**src/serial_port_pkg.sv**
```systemverilog
// Constants shared by the asynchronous serial port and its buffer
package serial_port_pkg;

  localparam logic [1:0]  MODE_SYNC          = 2'h0;
  localparam logic [1:0]  MODE_ASYNC8_TIMER  = 2'h1;
  localparam logic [1:0]  MODE_ASYNC9_FIXED  = 2'h2;
  localparam logic [1:0]  MODE_ASYNC9_TIMER  = 2'h3;

  localparam logic [7:0]  TIMER1_MAX         = 8'hFF;
  localparam logic [15:0] TIMER2_MAX         = 16'hFFFF;
  localparam logic [15:0] TIMER2_RESET       = 16'h0000;

  // Timer 2 prescale terminal counts: clock/2 in baud mode, clock/12 otherwise
  localparam logic [3:0]  T2_PRE_BAUD_LAST   = 4'h1;
  localparam logic [3:0]  T2_PRE_NORMAL_LAST = 4'hB;

  // Fixed-rate 16x tick: clock/4 gives clock/64 baud, clock/2 gives clock/32
  localparam logic [1:0]  FIXED_PRE_LAST     = 2'h3;
  localparam logic [1:0]  FIXED_PRE_DBL_LAST = 2'h1;

  localparam logic [3:0]  SAMPLE_LAST        = 4'hF;
  localparam logic [3:0]  SAMPLE_FIRST_MID   = 4'h7;
  localparam logic [3:0]  SAMPLE_SECOND_MID  = 4'h8;
  localparam logic [3:0]  SAMPLE_VOTE        = 4'h9;

  // Bits after the start bit: 8 data + stop, or 8 data + ninth + stop
  localparam logic [3:0]  TX_BITS_SHORT      = 4'h9;
  localparam logic [3:0]  TX_BITS_LONG       = 4'hA;
  localparam logic [3:0]  RX_STOP_IDX_SHORT  = 4'h9;
  localparam logic [3:0]  RX_STOP_IDX_LONG   = 4'hA;

  localparam logic [1:0]  TI_DELAY_CYCLES    = 2'h2;

  localparam int          FIFO_DEPTH_DEFAULT = 16;
  localparam int          FIFO_WIDTH_DEFAULT = 9;

  typedef enum logic [0:0] {
    RX_IDLE = 1'b0,
    RX_RUN  = 1'b1
  } rx_state_e;

endpackage : serial_port_pkg

```
**src/async_serial_port.sv**
```systemverilog
// Asynchronous serial port, modes 1 to 3, with transmit FIFO
//
// How it works
// - Mode 1 frame: start, 8 data LSB-first, stop
// - Timer overflows feed baud circuit, divided by 16
// - Doubler bit cancels halving of timer 1 overflows
// - Timer 2 selects pick transmitter and receiver baud
// - Timer 2 counts clock/2 in baud mode
// - Baud mode: no overflow flag, no reload trigger
// - Transmit starts at next divide-by-16 rollover
// - Mode 1 transmit-done two cycles after stop
// - Receive starts on falling edge when enabled
// - Start edge resets receive divide-by-16 counter
// - Each bit decided by three-sample majority
// - Unconfirmed start bit abandons the reception
// - Mode 1 stop checks, then load and flag
// - Failed stop checks discard the whole frame
// - After mid stop bit, receiver returns idle
// - Modes 2, 3: eleven-bit frame with ninth bit
// - Mode 2 baud is clock/64, or clock/32 doubled
// - Modes 2, 3: transmit-done as stop starts
// - Modes 2, 3: load byte, ninth bit, flag
// - Mode 3: mode 2 frame, timer baud rate
// - Multiprocessor bit drops frames with ninth zero
// - Two mode bits select modes 0 to 3
`timescale 1ns/1ps
`default_nettype none

module serial_tx_fifo
  import serial_port_pkg::*;
#(
  parameter int WIDTH = FIFO_WIDTH_DEFAULT,
  parameter int DEPTH = FIFO_DEPTH_DEFAULT
) (
  input  wire logic             mclk,
  input  wire logic             sys_rst,
  input  wire logic [WIDTH-1:0] in_data,
  input  wire logic             in_valid,
  output logic                  in_ready,
  output logic [WIDTH-1:0]      out_data,
  output logic                  out_valid,
  input  wire logic             out_ready
);
  localparam int AW = $clog2(DEPTH);

  generate
    if (DEPTH < 2 || (1 << AW) != DEPTH || WIDTH < 1) begin : g_bad_size
      $error("FIFO depth must be a power of two of at least 2");
    end
  endgenerate

  logic [WIDTH-1:0] mem [DEPTH];
  logic [AW-1:0]    wr_ptr_reg;
  logic [AW-1:0]    rd_ptr_reg;
  logic [AW:0]      count_reg;
  logic             not_full_reg;
  wire              push = in_valid && not_full_reg;
  wire              pop  = out_ready && (count_reg != '0);
  wire  [AW:0]      count_next = count_reg + (AW+1)'(push) - (AW+1)'(pop);

  assign in_ready  = not_full_reg;
  assign out_valid = (count_reg != '0);
  assign out_data  = mem[rd_ptr_reg];

  always_ff @(posedge mclk) begin
    if (push) begin
      mem[wr_ptr_reg] <= in_data;
    end
  end

  always_ff @(posedge mclk) begin
    if (sys_rst) begin
      wr_ptr_reg   <= '0;
      rd_ptr_reg   <= '0;
      count_reg    <= '0;
      not_full_reg <= 1'b1;
    end else begin
      wr_ptr_reg   <= wr_ptr_reg + AW'(push);
      rd_ptr_reg   <= rd_ptr_reg + AW'(pop);
      count_reg    <= count_next;
      not_full_reg <= (count_next != (AW+1)'(DEPTH));
    end
  end
endmodule : serial_tx_fifo

module async_serial_port
  import serial_port_pkg::*;
#(
  parameter int FIFO_DEPTH = FIFO_DEPTH_DEFAULT
) (
  input  wire logic       mclk,
  input  wire logic       sys_rst,
  input  wire logic       rxd_pin,
  output logic            txd_pin,
  input  wire logic       mode_select_high,
  input  wire logic       mode_select_low,
  input  wire logic       multiprocessor_bit,
  input  wire logic       receive_enable,
  input  wire logic       transmit_ninth_bit,
  input  wire logic       baud_doubler,
  input  wire logic       tx_timer2_select,
  input  wire logic       rx_timer2_select,
  input  wire logic       timer1_overflow,
  input  wire logic       timer2_run,
  input  wire logic [7:0] timer2_reload_high,
  input  wire logic [7:0] timer2_reload_low,
  input  wire logic       timer2_reload_trigger_pin,
  input  wire logic       timer2_trigger_enable,
  input  wire logic       timer2_flag_clear,
  output logic            timer2_overflow_flag,
  input  wire logic [7:0] tx_data,
  input  wire logic       tx_write,
  output logic            tx_ready,
  input  wire logic       clear_receive_done,
  input  wire logic       clear_transmit_done,
  output logic [7:0]      serial_buffer,
  output logic            received_ninth_bit,
  output logic            receive_done_flag,
  output logic            transmit_done_flag,
  output logic            serial_irq
);

  function automatic logic majority3(input logic a, input logic b, input logic c);
    majority3 = (a & b) | (a & c) | (b & c);
  endfunction : majority3

  // Pin synchronisers; the first stage feeds only the second
  logic rxd_meta_reg, rxd_sync_reg, rxd_prev_reg;
  logic trig_meta_reg, trig_sync_reg, trig_prev_reg;

  always_ff @(posedge mclk) begin
    if (sys_rst) begin
      {rxd_meta_reg, rxd_sync_reg, rxd_prev_reg}    <= 3'h7;
      {trig_meta_reg, trig_sync_reg, trig_prev_reg} <= 3'h7;
    end else begin
      {rxd_meta_reg, rxd_sync_reg, rxd_prev_reg}    <= {rxd_pin, rxd_meta_reg, rxd_sync_reg};
      {trig_meta_reg, trig_sync_reg, trig_prev_reg} <= {timer2_reload_trigger_pin, trig_meta_reg, trig_sync_reg};
    end
  end

  // Mode decode
  wire [1:0] mode       = {mode_select_high, mode_select_low};
  wire       mode_async = (mode != MODE_SYNC);
  wire       nine_bit   = (mode == MODE_ASYNC9_FIXED) || (mode == MODE_ASYNC9_TIMER);
  wire       fixed_rate = (mode == MODE_ASYNC9_FIXED);

  // Timer 2: auto-reload counter, forced to clock/2 while it makes baud rate
  logic [3:0]  t2_pre_reg;
  logic [15:0] t2_cnt_reg;
  wire         t2_baud      = tx_timer2_select || rx_timer2_select;
  wire  [3:0]  t2_pre_last  = t2_baud ? T2_PRE_BAUD_LAST : T2_PRE_NORMAL_LAST;
  wire         t2_pre_tick  = timer2_run && (t2_pre_reg >= t2_pre_last);
  wire         t2_wrap      = t2_pre_tick && (t2_cnt_reg == TIMER2_MAX);
  wire         trig_fall    = trig_prev_reg && !trig_sync_reg;
  wire         trig_reload  = trig_fall && timer2_trigger_enable && !t2_baud;
  wire  [15:0] t2_reload    = {timer2_reload_high, timer2_reload_low};
  logic        t2_flag_reg;

  always_ff @(posedge mclk) begin
    if (sys_rst) begin
      t2_pre_reg  <= 4'h0;
      t2_cnt_reg  <= TIMER2_RESET;
      t2_flag_reg <= 1'b0;
    end else begin
      t2_pre_reg  <= t2_pre_tick ? 4'h0 : (timer2_run ? t2_pre_reg + 4'h1 : t2_pre_reg);
      t2_cnt_reg  <= (t2_wrap || trig_reload) ? t2_reload : t2_cnt_reg + 16'(t2_pre_tick);
      t2_flag_reg <= (t2_wrap && !t2_baud) || (t2_flag_reg && !timer2_flag_clear);
    end
  end
  assign timer2_overflow_flag = t2_flag_reg;

  // Timer 1 overflows, halved unless doubled; fixed mode 2 prescaler
  logic       t1_half_reg;
  logic [1:0] fix_pre_reg;
  wire        t1_tick      = timer1_overflow && (baud_doubler || t1_half_reg);
  wire  [1:0] fix_pre_last = baud_doubler ? FIXED_PRE_DBL_LAST : FIXED_PRE_LAST;
  wire        fix_tick     = (fix_pre_reg >= fix_pre_last);

  always_ff @(posedge mclk) begin
    if (sys_rst) begin
      t1_half_reg <= 1'b0;
      fix_pre_reg <= 2'h0;
    end else begin
      t1_half_reg <= t1_half_reg ^ timer1_overflow;
      fix_pre_reg <= fix_tick ? 2'h0 : fix_pre_reg + 2'h1;
    end
  end

  // Sixteen-times-bit-rate ticks for each direction
  wire tx_tick = mode_async && (fixed_rate ? fix_tick : (tx_timer2_select ? t2_wrap : t1_tick));
  wire rx_tick = mode_async && (fixed_rate ? fix_tick : (rx_timer2_select ? t2_wrap : t1_tick));

  // Transmit buffer: software writes queue here instead of overwriting
  logic [8:0] fifo_data;
  logic       fifo_valid;
  logic       tx_loaded_reg;
  wire        fifo_pop = fifo_valid && !tx_loaded_reg && mode_async;

  serial_tx_fifo #(
    .WIDTH (FIFO_WIDTH_DEFAULT),
    .DEPTH (FIFO_DEPTH)
  ) u_fifo (
    .mclk      (mclk),
    .sys_rst   (sys_rst),
    .in_data   ({transmit_ninth_bit, tx_data}),
    .in_valid  (tx_write),
    .in_ready  (tx_ready),
    .out_data  (fifo_data),
    .out_valid (fifo_valid),
    .out_ready (fifo_pop)
  );

  // Transmitter
  logic [3:0] tx_div_reg;
  logic       tx_active_reg;
  logic [9:0] tx_shift_reg;
  logic [3:0] tx_left_reg;
  logic [1:0] ti_delay_reg;
  logic       txd_reg;
  wire        tx_roll      = tx_tick && (tx_div_reg == SAMPLE_LAST);
  wire        tx_begin     = tx_roll && tx_loaded_reg && !tx_active_reg;
  wire        tx_step      = tx_roll && tx_active_reg && (tx_left_reg != 4'h0);
  wire        tx_end       = tx_roll && tx_active_reg && (tx_left_reg == 4'h0);
  wire        tx_stop_out  = tx_step && (tx_left_reg == 4'h1) && nine_bit;
  wire        ti_mode1_set = (ti_delay_reg == 2'h1);
  wire  [9:0] tx_frame     = nine_bit ? {1'b1, fifo_data} : {2'h3, fifo_data[7:0]};

  always_ff @(posedge mclk) begin
    if (sys_rst) begin
      tx_div_reg    <= 4'h0;
      tx_loaded_reg <= 1'b0;
      tx_active_reg <= 1'b0;
      tx_shift_reg  <= 10'h3FF;
      tx_left_reg   <= 4'h0;
      txd_reg       <= 1'b1;
    end else begin
      tx_div_reg <= tx_div_reg + 4'(tx_tick);
      if (fifo_pop) begin
        tx_shift_reg  <= tx_frame;
        tx_loaded_reg <= 1'b1;
      end else if (tx_begin) begin
        txd_reg       <= 1'b0;
        tx_active_reg <= 1'b1;
        tx_left_reg   <= nine_bit ? TX_BITS_LONG : TX_BITS_SHORT;
      end else if (tx_step) begin
        txd_reg       <= tx_shift_reg[0];
        tx_shift_reg  <= {1'b1, tx_shift_reg[9:1]};
        tx_left_reg   <= tx_left_reg - 4'h1;
      end else if (tx_end) begin
        tx_active_reg <= 1'b0;
        tx_loaded_reg <= 1'b0;
      end
    end
  end

  always_ff @(posedge mclk) begin
    if (sys_rst) begin
      ti_delay_reg <= 2'h0;
    end else if (tx_end && !nine_bit) begin
      ti_delay_reg <= TI_DELAY_CYCLES;
    end else if (ti_delay_reg != 2'h0) begin
      ti_delay_reg <= ti_delay_reg - 2'h1;
    end
  end
  assign txd_pin = txd_reg;

  // Receiver
  rx_state_e  rx_state_reg;
  logic [3:0] rx_div_reg;
  logic [3:0] rx_idx_reg;
  logic       samp_a_reg, samp_b_reg;
  logic [8:0] rx_shift_reg;
  wire        rx_fall     = rxd_prev_reg && !rxd_sync_reg;
  wire        rx_start    = (rx_state_reg == RX_IDLE) && rx_fall && receive_enable && mode_async;
  wire        rx_vote_evt = (rx_state_reg == RX_RUN) && rx_tick && (rx_div_reg == SAMPLE_VOTE);
  wire        rx_vote     = majority3(samp_a_reg, samp_b_reg, rxd_sync_reg);
  wire        rx_abort    = rx_vote_evt && (rx_idx_reg == 4'h0) && rx_vote;
  wire  [3:0] rx_stop_idx = nine_bit ? RX_STOP_IDX_LONG : RX_STOP_IDX_SHORT;
  wire        rx_at_stop  = rx_vote_evt && (rx_idx_reg == rx_stop_idx);
  wire  [7:0] rx_data_w   = nine_bit ? rx_shift_reg[7:0] : rx_shift_reg[8:1];
  wire        rx_bit9_w   = nine_bit ? rx_shift_reg[8] : rx_vote;
  wire        rx_accept   = rx_at_stop && !receive_done_flag
                            && (!multiprocessor_bit || rx_bit9_w);

  always_ff @(posedge mclk) begin
    if (sys_rst) begin
      rx_state_reg <= RX_IDLE;
      rx_div_reg   <= 4'h0;
      rx_idx_reg   <= 4'h0;
      samp_a_reg   <= 1'b1;
      samp_b_reg   <= 1'b1;
      rx_shift_reg <= 9'h000;
    end else begin
      case (rx_state_reg)
        RX_IDLE: begin
          if (rx_start) begin
            rx_state_reg <= RX_RUN;
            rx_div_reg   <= 4'h0;
            rx_idx_reg   <= 4'h0;
          end
        end
        RX_RUN: begin
          rx_div_reg <= rx_div_reg + 4'(rx_tick);
          if (rx_tick && rx_div_reg == SAMPLE_FIRST_MID) samp_a_reg <= rxd_sync_reg;
          if (rx_tick && rx_div_reg == SAMPLE_SECOND_MID) samp_b_reg <= rxd_sync_reg;
          if (rx_abort || rx_at_stop || !mode_async) begin
            rx_state_reg <= RX_IDLE;
          end else if (rx_vote_evt) begin
            if (rx_idx_reg != 4'h0) rx_shift_reg <= {rx_vote, rx_shift_reg[8:1]};
            rx_idx_reg <= rx_idx_reg + 4'h1;
          end
        end
        default: rx_state_reg <= RX_IDLE;
      endcase
    end
  end

  // Flags: a setting event wins over a same-cycle clear
  wire ri_next = rx_accept || (receive_done_flag && !clear_receive_done);
  wire ti_next = tx_stop_out || ti_mode1_set || (transmit_done_flag && !clear_transmit_done);

  always_ff @(posedge mclk) begin
    if (sys_rst) begin
      serial_buffer      <= 8'h00;
      received_ninth_bit <= 1'b0;
      receive_done_flag  <= 1'b0;
      transmit_done_flag <= 1'b0;
      serial_irq         <= 1'b0;
    end else begin
      if (rx_accept) begin
        serial_buffer      <= rx_data_w;
        received_ninth_bit <= rx_bit9_w;
      end
      receive_done_flag  <= ri_next;
      transmit_done_flag <= ti_next;
      serial_irq         <= ri_next || ti_next;
    end
  end
endmodule : async_serial_port

`default_nettype wire

```
**config.mk**
```make
export PLATFORM = sky130hd
export DESIGN_NAME = async_serial_port
export DESIGN_NICKNAME = d
export VERILOG_FILES = /design/src/serial_port_pkg.sv /design/src/async_serial_port.sv
export SDC_FILE = /design/constraint.sdc
export NUM_CORES = 1
export LEC_CHECK = 0
export ABC_CLOCK_PERIOD_IN_PS = 6200
export BUFFER_PORTS_ARGS = -buffer_cell sky130_fd_sc_hd__clkbuf_2
export CORE_ASPECT_RATIO = 0.75
export CORE_MARGIN = 2
export CORE_UTILIZATION = 55
export DETAILED_ROUTE_END_ITERATION = 16
export PLACE_DENSITY = 0.73
export SLEW_MARGIN = 20
export SYNTH_ARGS = -nofsm -noshare
export SYNTH_HDL_FRONTEND = slang
export SYNTH_SLANG_ARGS = --single-unit
```
**constraint.sdc**
```tcl
create_clock -name mclk -period 6.2 [get_ports mclk]
set_input_delay 1.24 -clock mclk [delete_from_list [all_inputs] [get_ports mclk]]
set_output_delay 1.24 -clock mclk [all_outputs]
set_load 0.05 [all_outputs]
```
-- Word level (Yosys, flattened, before mapping)
Memory sizes are Yosys's and may differ from the RTL's. A register that Yosys moved wholly into a read port is not among the register bits.
Cells that the tools add are included.
- magnitude comparators: 2
- shift-type cells: 0
- reduce and logical (&&, ||, !) cells: 85
- $mul: 0
- eq/ne operators: 17
- add/subtract/negate cells: 12
- div/mod/pow operators: 0
- multiplexer cells: 36
- bitwise gates (word level): 9
- operators by type and width (operator ; count):
    1-bit logical AND ; 38
    10-bit two-way mux ; 3
    4-bit two-way mux ; 7
    16-bit by 1-bit adder with 16-bit output ; 1
    4-bit by 1-bit adder with 4-bit output ; 4
    16-bit == test (second input constant) ; 1
    1-bit two-way mux ; 16
    16-bit two-way mux ; 1
    4-bit one-hot mux with 2 select lines ; 2
    2-bit nonzero test ; 7
    4-bit == test (second input constant) ; 3
    1-bit zero test ; 12
    1-bit logical OR ; 12
    9-bit two-way mux ; 1
    3-bit AND reduction ; 3
    4-bit by 1-bit adder with 4-bit output (second input constant) ; 2
    4-bit zero test ; 2
    2-bit two-way mux ; 4
    8-bit two-way mux ; 1
    2-bit AND reduction ; 4
    4-bit nonzero test ; 2
    2-bit by 1-bit != test with 1-bit output (second input constant) ; 3
    2-bit != test (second input constant) ; 3
    2-bit OR reduction ; 3
    20 further kinds ; 26
- bits in writable memories: 144
- output and inout port bits: 15
- latch bits: 0
- register bits: 99
- word-level logic and storage cells: 196
- input port bits: 43
- ROM bits: 0
- memories: 1
- memories (memory ; depth ; bits a word ; rd ports ; clocked after Yosys merged registers in ; write ports ; RTL line ; text):
    u_fifo.mem ; 16 ; 9 ; 1 ; 1 ; 1 ; async_serial_port.sv:52 ; logic [WIDTH-1:0] mem [DEPTH];

-- Longest topological paths before layout
- depth after elaboration: 16
- depth in mapped cells: 17
- gate-level depth less buffers: 15

-- Cells and area by module
From an unflattened synthesis, not the netlist that was laid out.
- cells, all modules: 750
- area, all modules: 10273.6 um^2
- modules (own cells, without submodules) (module ; seq. area each (um^2) ; area each (um^2) ; cells an instance ; times used):
    serial_tx_fifo ; 4604.4 ; 6281.0 ; 315 ; 1
    async_serial_port ; 1681.6 ; 3992.6 ; 435 ; 1

-- Worst setup path before layout
OpenSTA, ideal clock, no wires.
- kind: input to register
- from: in mode_select_high
- to: reg u_fifo.not_full_reg, in the netlist u_fifo.in_ready
- buffers on the path: 3
- setup time: 0.132 ns
- setup slack: 2.292 ns
- data arrival time: 3.776 ns
- required time: 6.068 ns
- cell stages on the path: 16
- cells stage by stage: buf_2 -> nor2_1 -> nor3_1 -> clkbuf_1 -> clkbuf_1 -> ha_1 -> inv_1 -> ha_1 -> inv_1 -> fa_1 -> inv_1 -> a21oi_1 -> nor2_1 -> or3_1 -> a21oi_1 -> nand4_1
- cells in the longest elaborated chain, start to end: 5
- RTL lines (element ; RTL line ; text):
    start, declared ; async_serial_port.sv:95 ; input wire logic mode_select_high,
    2-bit nonzero test ; async_serial_port.sv:143 ; wire mode_async = (mode != MODE_SYNC);
    1-bit logical AND ; async_serial_port.sv:197 ; wire fifo_pop = fifo_valid && !tx_loaded_reg && mode_async;
    1-bit logical AND ; async_serial_port.sv:58 ; wire pop = out_ready && (count_reg != '0);
    5-bit by 1-bit subtractor with 5-bit output ; async_serial_port.sv:59 ; wire [AW:0] count_next = count_reg + (AW+1)'(push) - (AW+1)'(pop);
    5-bit != test ; async_serial_port.sv:81 ; not_full_reg <= (count_next != (AW+1)'(DEPTH));
    end signal, assigned ; async_serial_port.sv:81 ;
    end, declared ; async_serial_port.sv:56 ; logic not_full_reg;
Every way passes these cells.
A chain may end at the register's enable or synchronous reset.

-- Worst setup path in the final report
- from: in rx_timer2_select
- to: reg serial_buffer[2]
- cells in the longest elaborated chain, start to end: 13
- RTL lines (element ; RTL line ; text):
    start, declared ; async_serial_port.sv:102 ; input wire logic rx_timer2_select,
    1-bit logical OR ; async_serial_port.sv:150 ; wire t2_baud = tx_timer2_select || rx_timer2_select;
    4-bit two-way mux ; async_serial_port.sv:151 ; wire [3:0] t2_pre_last = t2_baud ? T2_PRE_BAUD_LAST : T2_PRE_NORMAL_LAST;
    4-bit greater-or-equal comparator ; async_serial_port.sv:152 ; wire t2_pre_tick = timer2_run && (t2_pre_reg >= t2_pre_last);
    1-bit logical AND ; async_serial_port.sv:152 ;
    1-bit logical AND ; async_serial_port.sv:153 ; wire t2_wrap = t2_pre_tick && (t2_cnt_reg == TIMER2_MAX);
    1-bit two-way mux * (2 in a row) ; async_serial_port.sv:191 ; wire rx_tick = mode_async && (fixed_rate ? fix_tick : (rx_timer2_select ? t2_wrap : t1_tick));
    1-bit logical AND * ; async_serial_port.sv:191 ;
    1-bit logical AND * (2 in a row) ; async_serial_port.sv:275 ; wire rx_vote_evt = (rx_state_reg == RX_RUN) && rx_tick && (rx_div_reg == SAMPLE_VOTE);
    1-bit logical AND * ; async_serial_port.sv:279 ; wire rx_at_stop = rx_vote_evt && (rx_idx_reg == rx_stop_idx);
    1-bit logical AND * ; async_serial_port.sv:282 ; wire rx_accept = rx_at_stop && !receive_done_flag
    1-bit logical AND * ; async_serial_port.sv:283 ; && (!multiprocessor_bit || rx_bit9_w);
    end signal, assigned ; async_serial_port.sv:331 ; serial_buffer <= rx_data_w;
    end, declared ; async_serial_port.sv:116 ; output logic [7:0] serial_buffer,
Every way passes the cells marked *; elsewhere a longest branch is shown, timed or not.

==> results.sh <==
export IMPL_instances_no_fill=1056
export IMPL_synth_top_family_by_area="multiplexers"
export IMPL_root_buffer="clkbuf_16"
export IMPL_antenna_found_initial=0
export IMPL_synthArstFlopShare=0
export IMPL_yosysWarnings=0
export IMPL_combPwrFrac=0.184
export IMPL_clkTransAtPathRegs_ps=60
export IMPL_n_antenna_cell=0
export IMPL_drtPass1Iterations=5
export IMPL_cts_inserted_buffers=24
export IMPL_slew_headroom=0.2626
export IMPL_use_met3=0.03235
export IMPL_cts_resized=0
export IMPL_ant_nets=0
export IMPL_cts_tree="done"
export IMPL_ys_top_cells_by_count="144 x edfxtp_1, 98 x dfxtp_1, 85 x nor2_1, 40 x mux4_2, 38 x mux2i_1"
export IMPL_synthSimpleGateAreaFrac=0.1053
export IMPL_fin_skew_ps=12.55
export IMPL_largest_reg_flops=144
export IMPL_power_frac_seq=0.471
export IMPL_synth_avg_cell_area_sq_um=13.81
export IMPL_cts_buffer_depth=3
export IMPL_fp_dieArea_sq_um=19590
export IMPL_cts_sink_count=242
export IMPL_num_rows=43
export IMPL_hold_ws_ps=414.0
export IMPL_synth_fa_ha_area_frac=0.03373
export IMPL_status="finished, final reports clean"
export IMPL_area_growth_pct=12.54
export IMPL_finalPower_mw=3.902
export IMPL_synthTopCellsByArea="edfxtp_1 43%, dfxtp_1 19%, mux4_2 8.9%"
export IMPL_layout_nets=862
export IMPL_grt_pass1_wl_mm=31.86
export IMPL_htree_levels=1
export IMPL_numPortBuffers=57
export IMPL_grt_usage=0.2098
export IMPL_grt_max_degree=90
export IMPL_max_cap_viol_count=0
export IMPL_drc=0
export IMPL_via_per_inst=5.872
export IMPL_worstSetupPathType="input pin to flip-flop"
export IMPL_worstMarginPinSlew_ps=1102
export IMPL_initialDrtViolationCount=736
export IMPL_drive_above_1_share=0.2200
export IMPL_setup_violations=0
export IMPL_start_util=0.5556
export IMPL_coreArea_sq_um=18290
export IMPL_synth_xor_area_frac=0.02585
export IMPL_fin_crit_sh=0.5701
export IMPL_worstPathArrival_ps=3960
export IMPL_die_height_um=121.7
export IMPL_synth_most_common_cell="edfxtp_1"
export IMPL_postCtsHoldBufs=0
export IMPL_use_met1=0.3014
export IMPL_synth_top_flop_cell="edfxtp_1"
export IMPL_grt_overflow_total=0
export IMPL_synthMuxAreaShare=0.1305
export IMPL_clock_power_share=0.345
export IMPL_place_hpwl_mm=13.35
export IMPL_timing_fmax_ghz=0.2829
export IMPL_leakage_nw=3.954
export IMPL_hp_class="flip-flop to flip-flop"
export IMPL_netlist_instances=736
export IMPL_fin_util=0.6253
export IMPL_crit_path_end_kind="flip-flop"
export IMPL_power_density_nw_per_um2=341.1
export IMPL_rsz0062_at_grt="false"
export IMPL_vias=6201
export IMPL_yosysTopAreaCell="edfxtp_1"
export IMPL_first_global_vias=6031
export IMPL_wl_mm=20.39
export IMPL_wl_per_cell_um=19.31
export IMPL_crit_fanout=19
export IMPL_worstSetupStartpointType="input pin"
export IMPL_die_x_um=161.0
export IMPL_tns_ps=0
export IMPL_syn_nets=805
export IMPL_vdd_drop_max_v=0.0001948
export IMPL_ys_seq_area_frac=0.6185
export IMPL_worst_ep_required_time_ps=6630
export IMPL_io_pins=58
export IMPL_swShare=0.2563
export IMPL_grtUsageMet2=0.3377
export IMPL_fill_cells=1407
export IMPL_synth_edf_count=144
export IMPL_yosysTopAreaCellShare=0.4255
export IMPL_synth_compound_area_share=0.06352
export IMPL_top_usage_layer="met2"
export IMPL_mappedNetlistArea_sq_um=10160
export IMPL_post_cts_buffers=0
export IMPL_clkLatencyLatePin_ps=530
export IMPL_internal_power_mw=2.901
export IMPL_slew_viol_final=0
export IMPL_hold_viol=0
export IMPL_synth_seq_cells=242
export IMPL_gp_congestion=0.7644
export IMPL_synth_cell_types=62
export IMPL_period_needed_ps=3535
export IMPL_switching_power_mw=1.000
export IMPL_dp_cells=1014
-- layer usage --
| layer | wire length (um) | part of all wire |
|---|---|---|
| met1 | 9154 | 0.45 |
| met4 | 433 | 0.021 |
| met3 | 1049 | 0.051 |
| met5 | 0 | 0 |
| met2 | 9752 | 0.48 |
-- final timing paths --
path                 endpoint  slack [ps]                start  cells after the start
min             trig_sync_reg         410        trig_meta_reg                      1
max          serial_buffer[2]        2670     rx_timer2_select                      9
min reg2reg     trig_sync_reg         410        trig_meta_reg                      1
max reg2reg   u_fifo.in_ready        3140  u_fifo.count_reg[3]                     15
-- metrics by stage --
stage                     instance area (sq um)  worst slack, ps
final                                     11440             2665
after global routing                      11440             2446
after CTS                                 11430             2576
after detailed placement                  10700             2019
after global placement                    10690             2166
after floorplan                           10160             2292
-- kinds of logic (layout without fill, tap and decap cells) --
logic type,after synthesis,count (layout)
compound gates,89,89
simple gates,211,211
fa+ha+maj,27,27
xor+xnor,30,30
mux,82,82
flops,242,242
buf+inv,55,128
-- worst max-delay path, cell delays in order --
cell and delay [ps]:
clkbuf_2 110, or2_2 340, ha_1 330, a2111oi_4 80, and4bb_4 370, a41oi_4 210, nor4_4 870, nor2_1 130
a211oi_1 260
-- power by group through the flow --
stage / Sequential [mW] / Combinational, mW / Clock, mW
2_1_floorplan: 1.86 / 0.554 / 0
3_3_place_gp: 1.86 / 0.702 / 0
3_5_place_dp: 1.87 / 0.726 / 0
4_1_cts: 1.83 / 0.730 / 1.38
5_1_grt: 1.84 / 0.795 / 1.43
6_report: 1.84 / 0.720 / 1.35
-- area by class of cell --
type                    instances  area, sq um  area share
multi-input cells             439         3682      0.3219
flip-flops and latches        242         6287      0.5497
inverters                      20        75.07    0.006563
clock inverters                11        63.81    0.005579
repair buffers                 66        352.8     0.03085
clock buffers                  31        668.1     0.05841
well taps                     247        309.0     0.02702
-- layout by cell type (no fill, tap or decap), drive strengths merged, types with 3 or more instances in the layout --
master / instances
nor3: 13
ha: 25
inv: 22
clkinv: 9
nand2: 26
or3b: 3
a21o: 4
buf: 9
or2: 10
nor2: 85
a21oi: 27
and4: 3
mux4: 40
a211oi: 23
nand3: 24
o21ai: 16
dfxtp: 98
edfxtp: 144
nand4: 10
nor4: 3
clkbuf: 88
xor2: 19
nor2b: 11
mux2i: 38
nand2b: 4
xnor2: 11
mux2: 4
nor3b: 4
nand3b: 4
No activity file was read; power rests on OpenSTA's default activity.
